**src/common/sita_regs.svh**
```systemverilog
// register offsets, field positions and reset values of the table access register slice
// ****************************************************************
// What this block does
// - tos codes 0x3c..0x3f take their 2-bit priority from the last map register
// - the programmed 48-bit switch address is the pause frame source address
// - switch address stored msb first, lowest offset bits 47-40, all read/write
// - three 8-bit scratch registers, read/write, reset zero, never used by hardware
// - indirect window reaches static, vlan, dynamic address tables and mib counters
// - control bit 4 set means table read, clear means table write, resets zero
// - control bits 3-2 pick table: 00 static, 01 vlan, 10 dynamic, 11 mib
// - table address is 10 bits: control bits 1-0 high, low register low
// - writing the low address register launches the command at once, except while a read is pending
// - top data bit 7 reads one while a dynamic or mib read is pending
// - indirect data is 67 bits; bits 66-64 read-only in top register bits 2-0
// - eight data bytes read/write, feed writes, take read results, reset zero
// ****************************************************************
`ifndef SITA_REGS_SVH
`define SITA_REGS_SVH

`define SITA_OFF_PRIO_MAP 8'h6f
`define SITA_OFF_ADDR_B0 8'h70
`define SITA_OFF_ADDR_B1 8'h71
`define SITA_OFF_ADDR_B2 8'h72
`define SITA_OFF_ADDR_B3 8'h73
`define SITA_OFF_ADDR_B4 8'h74
`define SITA_OFF_ADDR_B5 8'h75
`define SITA_OFF_SCRATCH_A 8'h76
`define SITA_OFF_SCRATCH_B 8'h77
`define SITA_OFF_SCRATCH_C 8'h78
`define SITA_OFF_CTRL 8'h79
`define SITA_OFF_ADDR_LOW 8'h7a
`define SITA_OFF_DATA_TOP 8'h7b
`define SITA_OFF_DATA_B7 8'h7c
`define SITA_OFF_DATA_B6 8'h7d
`define SITA_OFF_DATA_B5 8'h7e
`define SITA_OFF_DATA_B4 8'h7f
`define SITA_OFF_DATA_B3 8'h80
`define SITA_OFF_DATA_B2 8'h81
`define SITA_OFF_DATA_B1 8'h82
`define SITA_OFF_DATA_B0 8'h83

`define SITA_CTRL_DIR_BIT 4
`define SITA_CTRL_SEL_HI 3
`define SITA_CTRL_SEL_LO 2
`define SITA_CTRL_AHI_HI 1
`define SITA_CTRL_AHI_LO 0
`define SITA_TOP_BUSY_BIT 7
`define SITA_PRIO_CODE_TOP 4'hf

`define SITA_RST_BYTE 8'h00
`define SITA_RST_ADDR_HI3 8'hff

`endif

```
**src/common/sita_pkg.sv**
```systemverilog
// types shared by the table access register slice
package sita_pkg;

	typedef enum logic [1:0] {
		SITA_TBL_STATIC = 2'b00,
		SITA_TBL_VLAN = 2'b01,
		SITA_TBL_DYNAMIC = 2'b10,
		SITA_TBL_MIB = 2'b11
	} sita_tbl_e;

	typedef enum logic {
		SITA_IDLE = 1'b0,
		SITA_WAIT = 1'b1
	} sita_fsm_e;

	typedef struct packed {
		logic [7:0] prio_map;
		logic [5:0][7:0] sw_addr;
		logic [2:0][7:0] scratch;
		logic [2:0] ctrl_rsvd;
		logic dir_read;
		sita_tbl_e tbl_sel;
		logic [1:0] addr_hi;
		logic [7:0] addr_lo;
		logic [2:0] data_top;
		logic [7:0][7:0] data;
		sita_fsm_e fsm;
		sita_tbl_e pend_sel;
		logic [7:0] rdata;
		logic req;
		logic req_read;
		sita_tbl_e req_sel;
		logic [9:0] req_addr;
		logic [63:0] req_wdata;
		logic prio_valid;
		logic prio_hit;
		logic [1:0] prio;
	} sita_state_s;

endpackage

```
**src/logic/sita_regbank.sv**
```systemverilog
// table access register slice: priority map, switch address, scratch and indirect window
`timescale 1ns/100ps
`include "sita_regs.svh"

module sita_regbank #(
	parameter logic [7:0] ADDR_B0_RST = 8'h02, // arbitrary value
	parameter logic [7:0] ADDR_B1_RST = 8'h55, // arbitrary value
	parameter logic [7:0] ADDR_B2_RST = 8'h66, // arbitrary value
	parameter int DATA_BYTES = 8
) (
	input wire logic clk,
	input wire logic reset_n,
	// ****************************************************************
	// register port
	// ****************************************************************
	input wire logic reg_wr,
	input wire logic reg_rd,
	input wire logic [7:0] reg_addr,
	input wire logic [7:0] reg_wdata,
	output logic [7:0] reg_rdata_q,
	// ****************************************************************
	// table engine side
	// ****************************************************************
	output logic tbl_req_q,
	output logic tbl_read_q,
	output logic [1:0] tbl_sel_q,
	output logic [9:0] tbl_addr_q,
	output logic [63:0] tbl_wdata_q,
	input wire logic tbl_done,
	input wire logic [66:0] tbl_rdata,
	// ****************************************************************
	// frame side
	// ****************************************************************
	input wire logic tos_valid,
	input wire logic [5:0] tos_code,
	output logic prio_valid_q,
	output logic prio_hit_q,
	output logic [1:0] prio_q,
	output logic [47:0] switch_station_address_q,
	output logic [23:0] scratch_registers_q
);

	sita_pkg::sita_state_s st_q;
	sita_pkg::sita_state_s st_d;

	// ****************************************************************
	// elaboration checks
	// ****************************************************************
	// data window is fixed at eight bytes
	if (DATA_BYTES != 8) begin : g_bad_width
		$error("data window must be eight bytes wide");
	end
	// offset spans the decoders rely on
	if (`SITA_OFF_ADDR_B5 - `SITA_OFF_ADDR_B0 != 8'h05) begin : g_bad_addr_span
		$error("switch address must span six offsets");
	end
	if (`SITA_OFF_SCRATCH_C - `SITA_OFF_SCRATCH_A != 8'h02) begin : g_bad_scratch_span
		$error("scratch registers must span three offsets");
	end
	if (`SITA_OFF_DATA_B0 - `SITA_OFF_DATA_B7 != 8'h07) begin : g_bad_data_span
		$error("data bytes must span eight offsets");
	end
	if (`SITA_OFF_ADDR_LOW != `SITA_OFF_CTRL + 8'h01) begin : g_bad_low_offset
		$error("low address must follow control");
	end
	if (`SITA_OFF_DATA_TOP != `SITA_OFF_ADDR_LOW + 8'h01) begin : g_bad_top_offset
		$error("top data register must follow low address");
	end
	// field positions the control packing relies on
	if (`SITA_CTRL_SEL_HI - `SITA_CTRL_SEL_LO != 1) begin : g_bad_sel_field
		$error("table select must be two bits");
	end
	if (`SITA_CTRL_AHI_HI - `SITA_CTRL_AHI_LO != 1) begin : g_bad_ahi_field
		$error("high address must be two bits");
	end
	if (`SITA_TOP_BUSY_BIT <= 2) begin : g_bad_busy_bit
		$error("busy bit must sit above the top data bits");
	end

	// ****************************************************************
	// next state
	// ****************************************************************
	always_comb begin
		logic launch;
		st_d = st_q;
		launch = 1'b0;
		st_d.req = 1'b0;
		st_d.prio_valid = tos_valid;

		// priority lookup on every valid code, hit flagged for the top four codes only
		if (tos_valid) begin
			st_d.prio_hit = (tos_code[5:2] == `SITA_PRIO_CODE_TOP);
			st_d.prio = st_q.prio_map[{tos_code[1:0], 1'b0} +: 2];
		end

		// ****************************************************************
		// host writes
		// ****************************************************************
		if (reg_wr) begin
			case (reg_addr)
				`SITA_OFF_PRIO_MAP: begin
					st_d.prio_map = reg_wdata;
				end
				// byte 0 at the lowest offset holds the top of the address
				`SITA_OFF_ADDR_B0: begin
					st_d.sw_addr[5] = reg_wdata;
				end
				`SITA_OFF_ADDR_B1: begin
					st_d.sw_addr[4] = reg_wdata;
				end
				`SITA_OFF_ADDR_B2: begin
					st_d.sw_addr[3] = reg_wdata;
				end
				`SITA_OFF_ADDR_B3: begin
					st_d.sw_addr[2] = reg_wdata;
				end
				`SITA_OFF_ADDR_B4: begin
					st_d.sw_addr[1] = reg_wdata;
				end
				`SITA_OFF_ADDR_B5: begin
					st_d.sw_addr[0] = reg_wdata;
				end
				// scratch bytes are never read by the hardware
				`SITA_OFF_SCRATCH_A: begin
					st_d.scratch[0] = reg_wdata;
				end
				`SITA_OFF_SCRATCH_B: begin
					st_d.scratch[1] = reg_wdata;
				end
				`SITA_OFF_SCRATCH_C: begin
					st_d.scratch[2] = reg_wdata;
				end
				`SITA_OFF_CTRL: begin
					// upper bits stored as written so the host sees its own value
					st_d.ctrl_rsvd = reg_wdata[7:5];
					st_d.dir_read = reg_wdata[`SITA_CTRL_DIR_BIT];
					st_d.tbl_sel = sita_pkg::sita_tbl_e'(
						reg_wdata[`SITA_CTRL_SEL_HI:`SITA_CTRL_SEL_LO]);
					st_d.addr_hi = reg_wdata[`SITA_CTRL_AHI_HI:`SITA_CTRL_AHI_LO];
				end
				`SITA_OFF_ADDR_LOW: begin
					st_d.addr_lo = reg_wdata;
					launch = 1'b1;
				end
				// offset 0x7c carries bits 63-56
				`SITA_OFF_DATA_B7: begin
					st_d.data[7] = reg_wdata;
				end
				`SITA_OFF_DATA_B6: begin
					st_d.data[6] = reg_wdata;
				end
				`SITA_OFF_DATA_B5: begin
					st_d.data[5] = reg_wdata;
				end
				`SITA_OFF_DATA_B4: begin
					st_d.data[4] = reg_wdata;
				end
				`SITA_OFF_DATA_B3: begin
					st_d.data[3] = reg_wdata;
				end
				`SITA_OFF_DATA_B2: begin
					st_d.data[2] = reg_wdata;
				end
				`SITA_OFF_DATA_B1: begin
					st_d.data[1] = reg_wdata;
				end
				`SITA_OFF_DATA_B0: begin
					st_d.data[0] = reg_wdata;
				end
				default: begin
					// status register and unmapped offsets ignore writes
				end
			endcase
		end

		// ****************************************************************
		// indirect command engine
		// ****************************************************************
		case (st_q.fsm)
			sita_pkg::SITA_IDLE: begin
				if (launch) begin
					// control written in the same cycle is not yet in st_q; use current value
					st_d.req = 1'b1;
					st_d.req_read = st_q.dir_read;
					st_d.req_sel = st_q.tbl_sel;
					st_d.req_addr = {st_q.addr_hi, reg_wdata};
					st_d.req_wdata = st_q.data;
					if (st_q.dir_read) begin
						st_d.fsm = sita_pkg::SITA_WAIT;
						st_d.pend_sel = st_q.tbl_sel;
					end
				end
			end
			sita_pkg::SITA_WAIT: begin
				// a second launch while a read is pending is dropped
				if (tbl_done) begin
					st_d.data = tbl_rdata[63:0];
					st_d.data_top = tbl_rdata[66:64];
					st_d.fsm = sita_pkg::SITA_IDLE;
				end
			end
			default: begin
				st_d.fsm = sita_pkg::SITA_IDLE;
			end
		endcase

		// ****************************************************************
		// host reads
		// ****************************************************************
		if (reg_rd) begin
			case (reg_addr)
				`SITA_OFF_PRIO_MAP: begin
					st_d.rdata = st_q.prio_map;
				end
				// lowest offset returns the top address byte
				`SITA_OFF_ADDR_B0: begin
					st_d.rdata = st_q.sw_addr[5];
				end
				`SITA_OFF_ADDR_B1: begin
					st_d.rdata = st_q.sw_addr[4];
				end
				`SITA_OFF_ADDR_B2: begin
					st_d.rdata = st_q.sw_addr[3];
				end
				`SITA_OFF_ADDR_B3: begin
					st_d.rdata = st_q.sw_addr[2];
				end
				`SITA_OFF_ADDR_B4: begin
					st_d.rdata = st_q.sw_addr[1];
				end
				`SITA_OFF_ADDR_B5: begin
					st_d.rdata = st_q.sw_addr[0];
				end
				`SITA_OFF_SCRATCH_A: begin
					st_d.rdata = st_q.scratch[0];
				end
				`SITA_OFF_SCRATCH_B: begin
					st_d.rdata = st_q.scratch[1];
				end
				`SITA_OFF_SCRATCH_C: begin
					st_d.rdata = st_q.scratch[2];
				end
				// reserved bits read back as the host left them
				`SITA_OFF_CTRL: begin
					st_d.rdata = {st_q.ctrl_rsvd, st_q.dir_read, st_q.tbl_sel, st_q.addr_hi};
				end
				`SITA_OFF_ADDR_LOW: begin
					st_d.rdata = st_q.addr_lo;
				end
				`SITA_OFF_DATA_TOP: begin
					// busy only reported for the two slow tables
					st_d.rdata = 8'h00;
					st_d.rdata[`SITA_TOP_BUSY_BIT] = (st_q.fsm == sita_pkg::SITA_WAIT) &&
						(st_q.pend_sel == sita_pkg::SITA_TBL_DYNAMIC ||
						st_q.pend_sel == sita_pkg::SITA_TBL_MIB);
					st_d.rdata[2:0] = st_q.data_top;
				end
				// offset 0x7c returns bits 63-56
				`SITA_OFF_DATA_B7: begin
					st_d.rdata = st_q.data[7];
				end
				`SITA_OFF_DATA_B6: begin
					st_d.rdata = st_q.data[6];
				end
				`SITA_OFF_DATA_B5: begin
					st_d.rdata = st_q.data[5];
				end
				`SITA_OFF_DATA_B4: begin
					st_d.rdata = st_q.data[4];
				end
				`SITA_OFF_DATA_B3: begin
					st_d.rdata = st_q.data[3];
				end
				`SITA_OFF_DATA_B2: begin
					st_d.rdata = st_q.data[2];
				end
				`SITA_OFF_DATA_B1: begin
					st_d.rdata = st_q.data[1];
				end
				`SITA_OFF_DATA_B0: begin
					st_d.rdata = st_q.data[0];
				end
				default: begin
					// unmapped offsets read as zero
					st_d.rdata = 8'h00;
				end
			endcase
		end
	end

	// ****************************************************************
	// state register
	// ****************************************************************
	always_ff @(posedge clk or negedge reset_n) begin
		if (!reset_n) begin
			st_q.prio_map <= `SITA_RST_BYTE;
			// upper three offsets reset to all ones, the rest come from parameters
			st_q.sw_addr <= {
				ADDR_B0_RST,
				ADDR_B1_RST,
				ADDR_B2_RST,
				`SITA_RST_ADDR_HI3,
				`SITA_RST_ADDR_HI3,
				`SITA_RST_ADDR_HI3};
			st_q.scratch <= '0;
			st_q.ctrl_rsvd <= 3'h0;
			st_q.dir_read <= 1'b0;
			st_q.tbl_sel <= sita_pkg::SITA_TBL_STATIC;
			st_q.addr_hi <= 2'h0;
			st_q.addr_lo <= `SITA_RST_BYTE;
			st_q.data_top <= 3'h0;
			st_q.data <= '0;
			st_q.fsm <= sita_pkg::SITA_IDLE;
			st_q.pend_sel <= sita_pkg::SITA_TBL_STATIC;
			st_q.rdata <= `SITA_RST_BYTE;
			st_q.req <= 1'b0;
			st_q.req_read <= 1'b0;
			st_q.req_sel <= sita_pkg::SITA_TBL_STATIC;
			st_q.req_addr <= 10'h000;
			st_q.req_wdata <= 64'h0000_0000_0000_0000;
			st_q.prio_valid <= 1'b0;
			st_q.prio_hit <= 1'b0;
			st_q.prio <= 2'h0;
		end else begin
			st_q <= st_d;
		end
	end

	// ****************************************************************
	// outputs, all straight from the state register
	// ****************************************************************
	assign reg_rdata_q = st_q.rdata;
	assign tbl_req_q = st_q.req;
	assign tbl_read_q = st_q.req_read;
	assign tbl_sel_q = st_q.req_sel;
	assign tbl_addr_q = st_q.req_addr;
	assign tbl_wdata_q = st_q.req_wdata;
	assign prio_valid_q = st_q.prio_valid;
	assign prio_hit_q = st_q.prio_hit;
	assign prio_q = st_q.prio;
	assign switch_station_address_q = st_q.sw_addr;
	assign scratch_registers_q = st_q.scratch;

endmodule

```
**config.mk**
```make
export PLATFORM = sky130hd
export DESIGN_NAME = sita_regbank
export DESIGN_NICKNAME = d
export VERILOG_FILES = /design/src/common/sita_pkg.sv /design/src/logic/sita_regbank.sv
export VERILOG_INCLUDE_DIRS = /design/src /design/src/common
export SDC_FILE = /design/constraint.sdc
export NUM_CORES = 1
export LEC_CHECK = 0
export ABC_CLOCK_PERIOD_IN_PS = 2060
export BUFFER_PORTS_ARGS = -buffer_cell sky130_fd_sc_hd__buf_4
export CORE_AREA = 2 2 174 176
export DETAILED_ROUTE_END_ITERATION = 10
export DIE_AREA = 0 0 176 178
export GPL_TIMING_DRIVEN = 0
export PLACE_DENSITY_LB_ADDON = 0.1
export SYNTH_ARGS = -nofsm -noshare
export SYNTH_HDL_FRONTEND = slang
export SYNTH_SLANG_ARGS = --single-unit
export TNS_END_PERCENT = 50
```
**constraint.sdc**
```tcl
create_clock -name clk -period 2.06 [get_ports clk]
set_input_delay 0.618 -clock clk [delete_from_list [all_inputs] [get_ports clk]]
set_output_delay 0.618 -clock clk [all_outputs]
set_load 0.05 [all_outputs]
```
==> out/results.tsv <==
stage	metric	value	unit
outcome	status	finished with violations	
outcome	failed_checks	setup timing	
sta	slew_headroom	33.95	%
worst_setup_path	arrival	2630	ps
cells_and_area	drive_gt1_share	54.10	%
cts	cts_tree	built	
sta	holdWs	33.16	ps
sta	min_period	2163	ps
cells_and_area	final_area	16860	um^2
synth	synth_edf_count	0	
synth	synth_seq_cells	255	
cts	ctsHtreeMaxLevel	1	
power_and_ir_drop	powerDensity	754.7	nW/um^2
sta	slew_violations	0	
sta	fin_skew	10.17	ps
worst_setup_path	required	2530	ps
global_route	grt_max_degree	120	
cts	cts_root_buf	clkbuf_16	
route	finalWirelength	44.90	mm
cts	cts_made_buffers	28	
place	gp_congestion	0.9589	
sta	max_freq	462.3	MHz
power_and_ir_drop	power.leakage	8.458	nW
cells_and_area	nFillCells	2659	
die	pin_count	257	
route	drc	0	
global_route	grt_pass1_wl	65.41	mm
power_and_ir_drop	p_total	12.72	mW
die	rows	63	
cts	clock_sinks	255	
worst_setup_path	critPathKind	input pin to flop	
synth	ys.warnings.count	0	
synth	synthSimpleGateAreaFrac	8.564	%
cells_and_area	final_common_cell	buf_4	
sta	setup_slack	-102.9	ps
sta	finalSetupViolCount	10	
worst_setup_path	path_max_fanout	8	
sta	worst_pin_slew	990.8	ps
route	drt-pass1-iter-count	4	
synth	synth_async_sr_flop_share	100.0	%
global_route	grt_pass1_vias	9986	
synth	synth_mux_area_share	23.79	%
synth	syn_nets	1220	
synth	synth_area	13130	um^2
cells_and_area	stdcell_count	1830	
global_route	grt_util_all_layers	28.59	%
route	final_antenna_net_count	0	
synth	synth-compound-area-share	6.945	%
synth	synth_top_family_by_area	multiplexers	
cells_and_area	syn2layout_area_growth	28.34	%
worst_setup_path	setup.worst_path.end_class	flop	
worst_setup_path	path_cells	buf_4 > nor2_1 > and2_1 > clkbuf_1 > nand2_1 > mux2_2	
global_route	antenna_found_initial	1	
synth	ys_types	65	
worst_setup_path	path_delay_family	simple AND/OR/NAND/NOR gates	
synth	synth.yosys.seq_area_share	48.90	%
die	coreArea	29400	um^2
die	die_h	178	um
cts	clk_latency	550	ps
min_path	hp-class	input pin to async pin	
cells_and_area	multiInputGateArea	5270	um^2
place	dp_slack	-1310	ps
cells_and_area	final_nets	1513	
cells_and_area	diodes	0	
place	port_buffers	252	
worst_setup_path	critPathMaxStageDelay	500	ps
route	first_iter_violations	776	
place	dpl.hpwl	33.04	mm
global_route	grt-ovfl-total	0	
synth	synth-xor-area-share	0	%
sta	tns	-758.3	ps
cts	path_clk_slew	60	ps
job	drv_cap	0	
cts	cts_max_path_buffers	3	
worst_setup_path	slowest_stage	nand2_1	
worst_setup_path	path_buf_inv	2	
die	fp.dieArea	31330	um^2
die	initial_core_util	44.67	%
power_and_ir_drop	irDropWorstVdd	0.0004500	V
synth	synth_fa_ha_area_share	0	%
synth	syn_area_per_cell	11.67	um^2
place	dp_cells	1769	
sta	period_share	105.0	%
cells_and_area	regArea	6422	um^2
die	die_w	176	um
cells_and_area	final_core_util	57.33	%
sta	hold_violations	0	
synth	synthCells	1125	
sta	rsz0062_at_grt	true	
route	post_drt_wl_per_cell	24.54	um
place	placed_area	15620	um^2
cells_and_area	layout_common_cells	buf_4, dfrtp_1, mux2_2	
route	drt-vias-per-instance	5.407	
synth	ys.flop_type	dfrtp_1	
worst_setup_path	startpoint_type	input pin	
route	vias	9895	
## synth_stat cells (4+ instances only)
| library cell | count | share of area [%] |
|---|---|---|
| nor2_2 | 9 | 0.43 |
| buf_4 | 159 | 9.1 |
| o21ai_0 | 79 | 3.0 |
| buf_2 | 27 | 1.0 |
| nand3b_1 | 7 | 0.40 |
| a32oi_1 | 4 | 0.27 |
| and2_1 | 6 | 0.29 |
| inv_1 | 11 | 0.31 |
| a22o_1 | 4 | 0.27 |
| nor2_1 | 10 | 0.29 |
| clkbuf_1 | 42 | 1.2 |
| mux2i_1 | 77 | 5.9 |
| a22oi_1 | 11 | 0.63 |
| nand4b_1 | 5 | 0.33 |
| nand2_1 | 89 | 2.5 |
| dfrtp_1 | 222 | 42 |
| nand3_1 | 21 | 0.80 |
| mux2_2 | 184 | 16 |
| a211oi_1 | 4 | 0.23 |
| o22ai_1 | 6 | 0.29 |
| and3_1 | 12 | 0.57 |
| nand4_1 | 7 | 0.33 |
| nand2b_1 | 8 | 0.38 |
| mux4_2 | 12 | 2.1 |
| dfstp_2 | 33 | 6.6 |
| a21oi_1 | 7 | 0.27 |
## state kept, by name (all words and copies together), names as in the netlist
signal,flops
prio_hit_q,1
prio_q,2
prio_valid_q,1
reg_rdata_q,8
scratch_registers_q,24
st_q,93
switch_station_address_q,48
tbl_addr_q,10
tbl_read_q,1
tbl_req_q,1
tbl_sel_q,2
tbl_wdata_q,64
## cell type report
class                   count  area share (%)
inverters                  11          0.2450
multi-input cells         629           31.26
clock inverters            17           1.277
flip-flops and latches    255           38.10
plain buffers             230           9.249
clock buffers              35           4.676
well taps                 390           2.895
repair buffers            263           12.29
## final timing paths
check	from	endpoint	slack, ps	cells after the start
hold / removal	reset_n	tbl_wdata_q[35]	30	1
setup reg to reg	st_q[92]	st_q[158]	100	4
min in group clk	tos_valid	prio_valid_q	230	1
hold reg to reg	st_q[91]	st_q[91]	490	1
max in group asynchronous	reset_n	tbl_wdata_q[57]	1000	2
setup / recovery	reg_addr[1]	switch_station_address_q[14]	-100	6
## power by group
| part | switching (mW) | internal [mW] |
|---|---|---|
| sequential | 0.262 | 5.30 |
| combinational | 1.03 | 0.692 |
| clock | 2.11 | 3.33 |
| total | 3.40 | 9.32 |
## what timing repair did
item,4_1_cts,5_1_grt
buffers inserted,7,2
resized for setup,20,26
pin swaps,5,3
endpoints found under the setup margin,198,160
hold buffers,0,0
## per-layer routing
metal | vias to the layer above | GRT usage (%) | part of all wire, %
met2 | 378 | 47.52 | 48
met1 | 5023 | 39.01 | 43
met5 | - | 0 | 0
met4 | 0 | 8.402 | 2.8
li1 | 4436 | - | -
met3 | 58 | 4.327 | 6.0
## logic make-up (layout without fill, tap and decap cells)
| group | after synthesis | after routing |
|---|---|---|
| simple gates | 208 | 208 |
| buf+inv | 241 | 556 |
| mux | 274 | 274 |
| flops | 255 | 255 |
| compound gates | 147 | 147 |
Note: power is estimated with default switching activity, not from simulation.
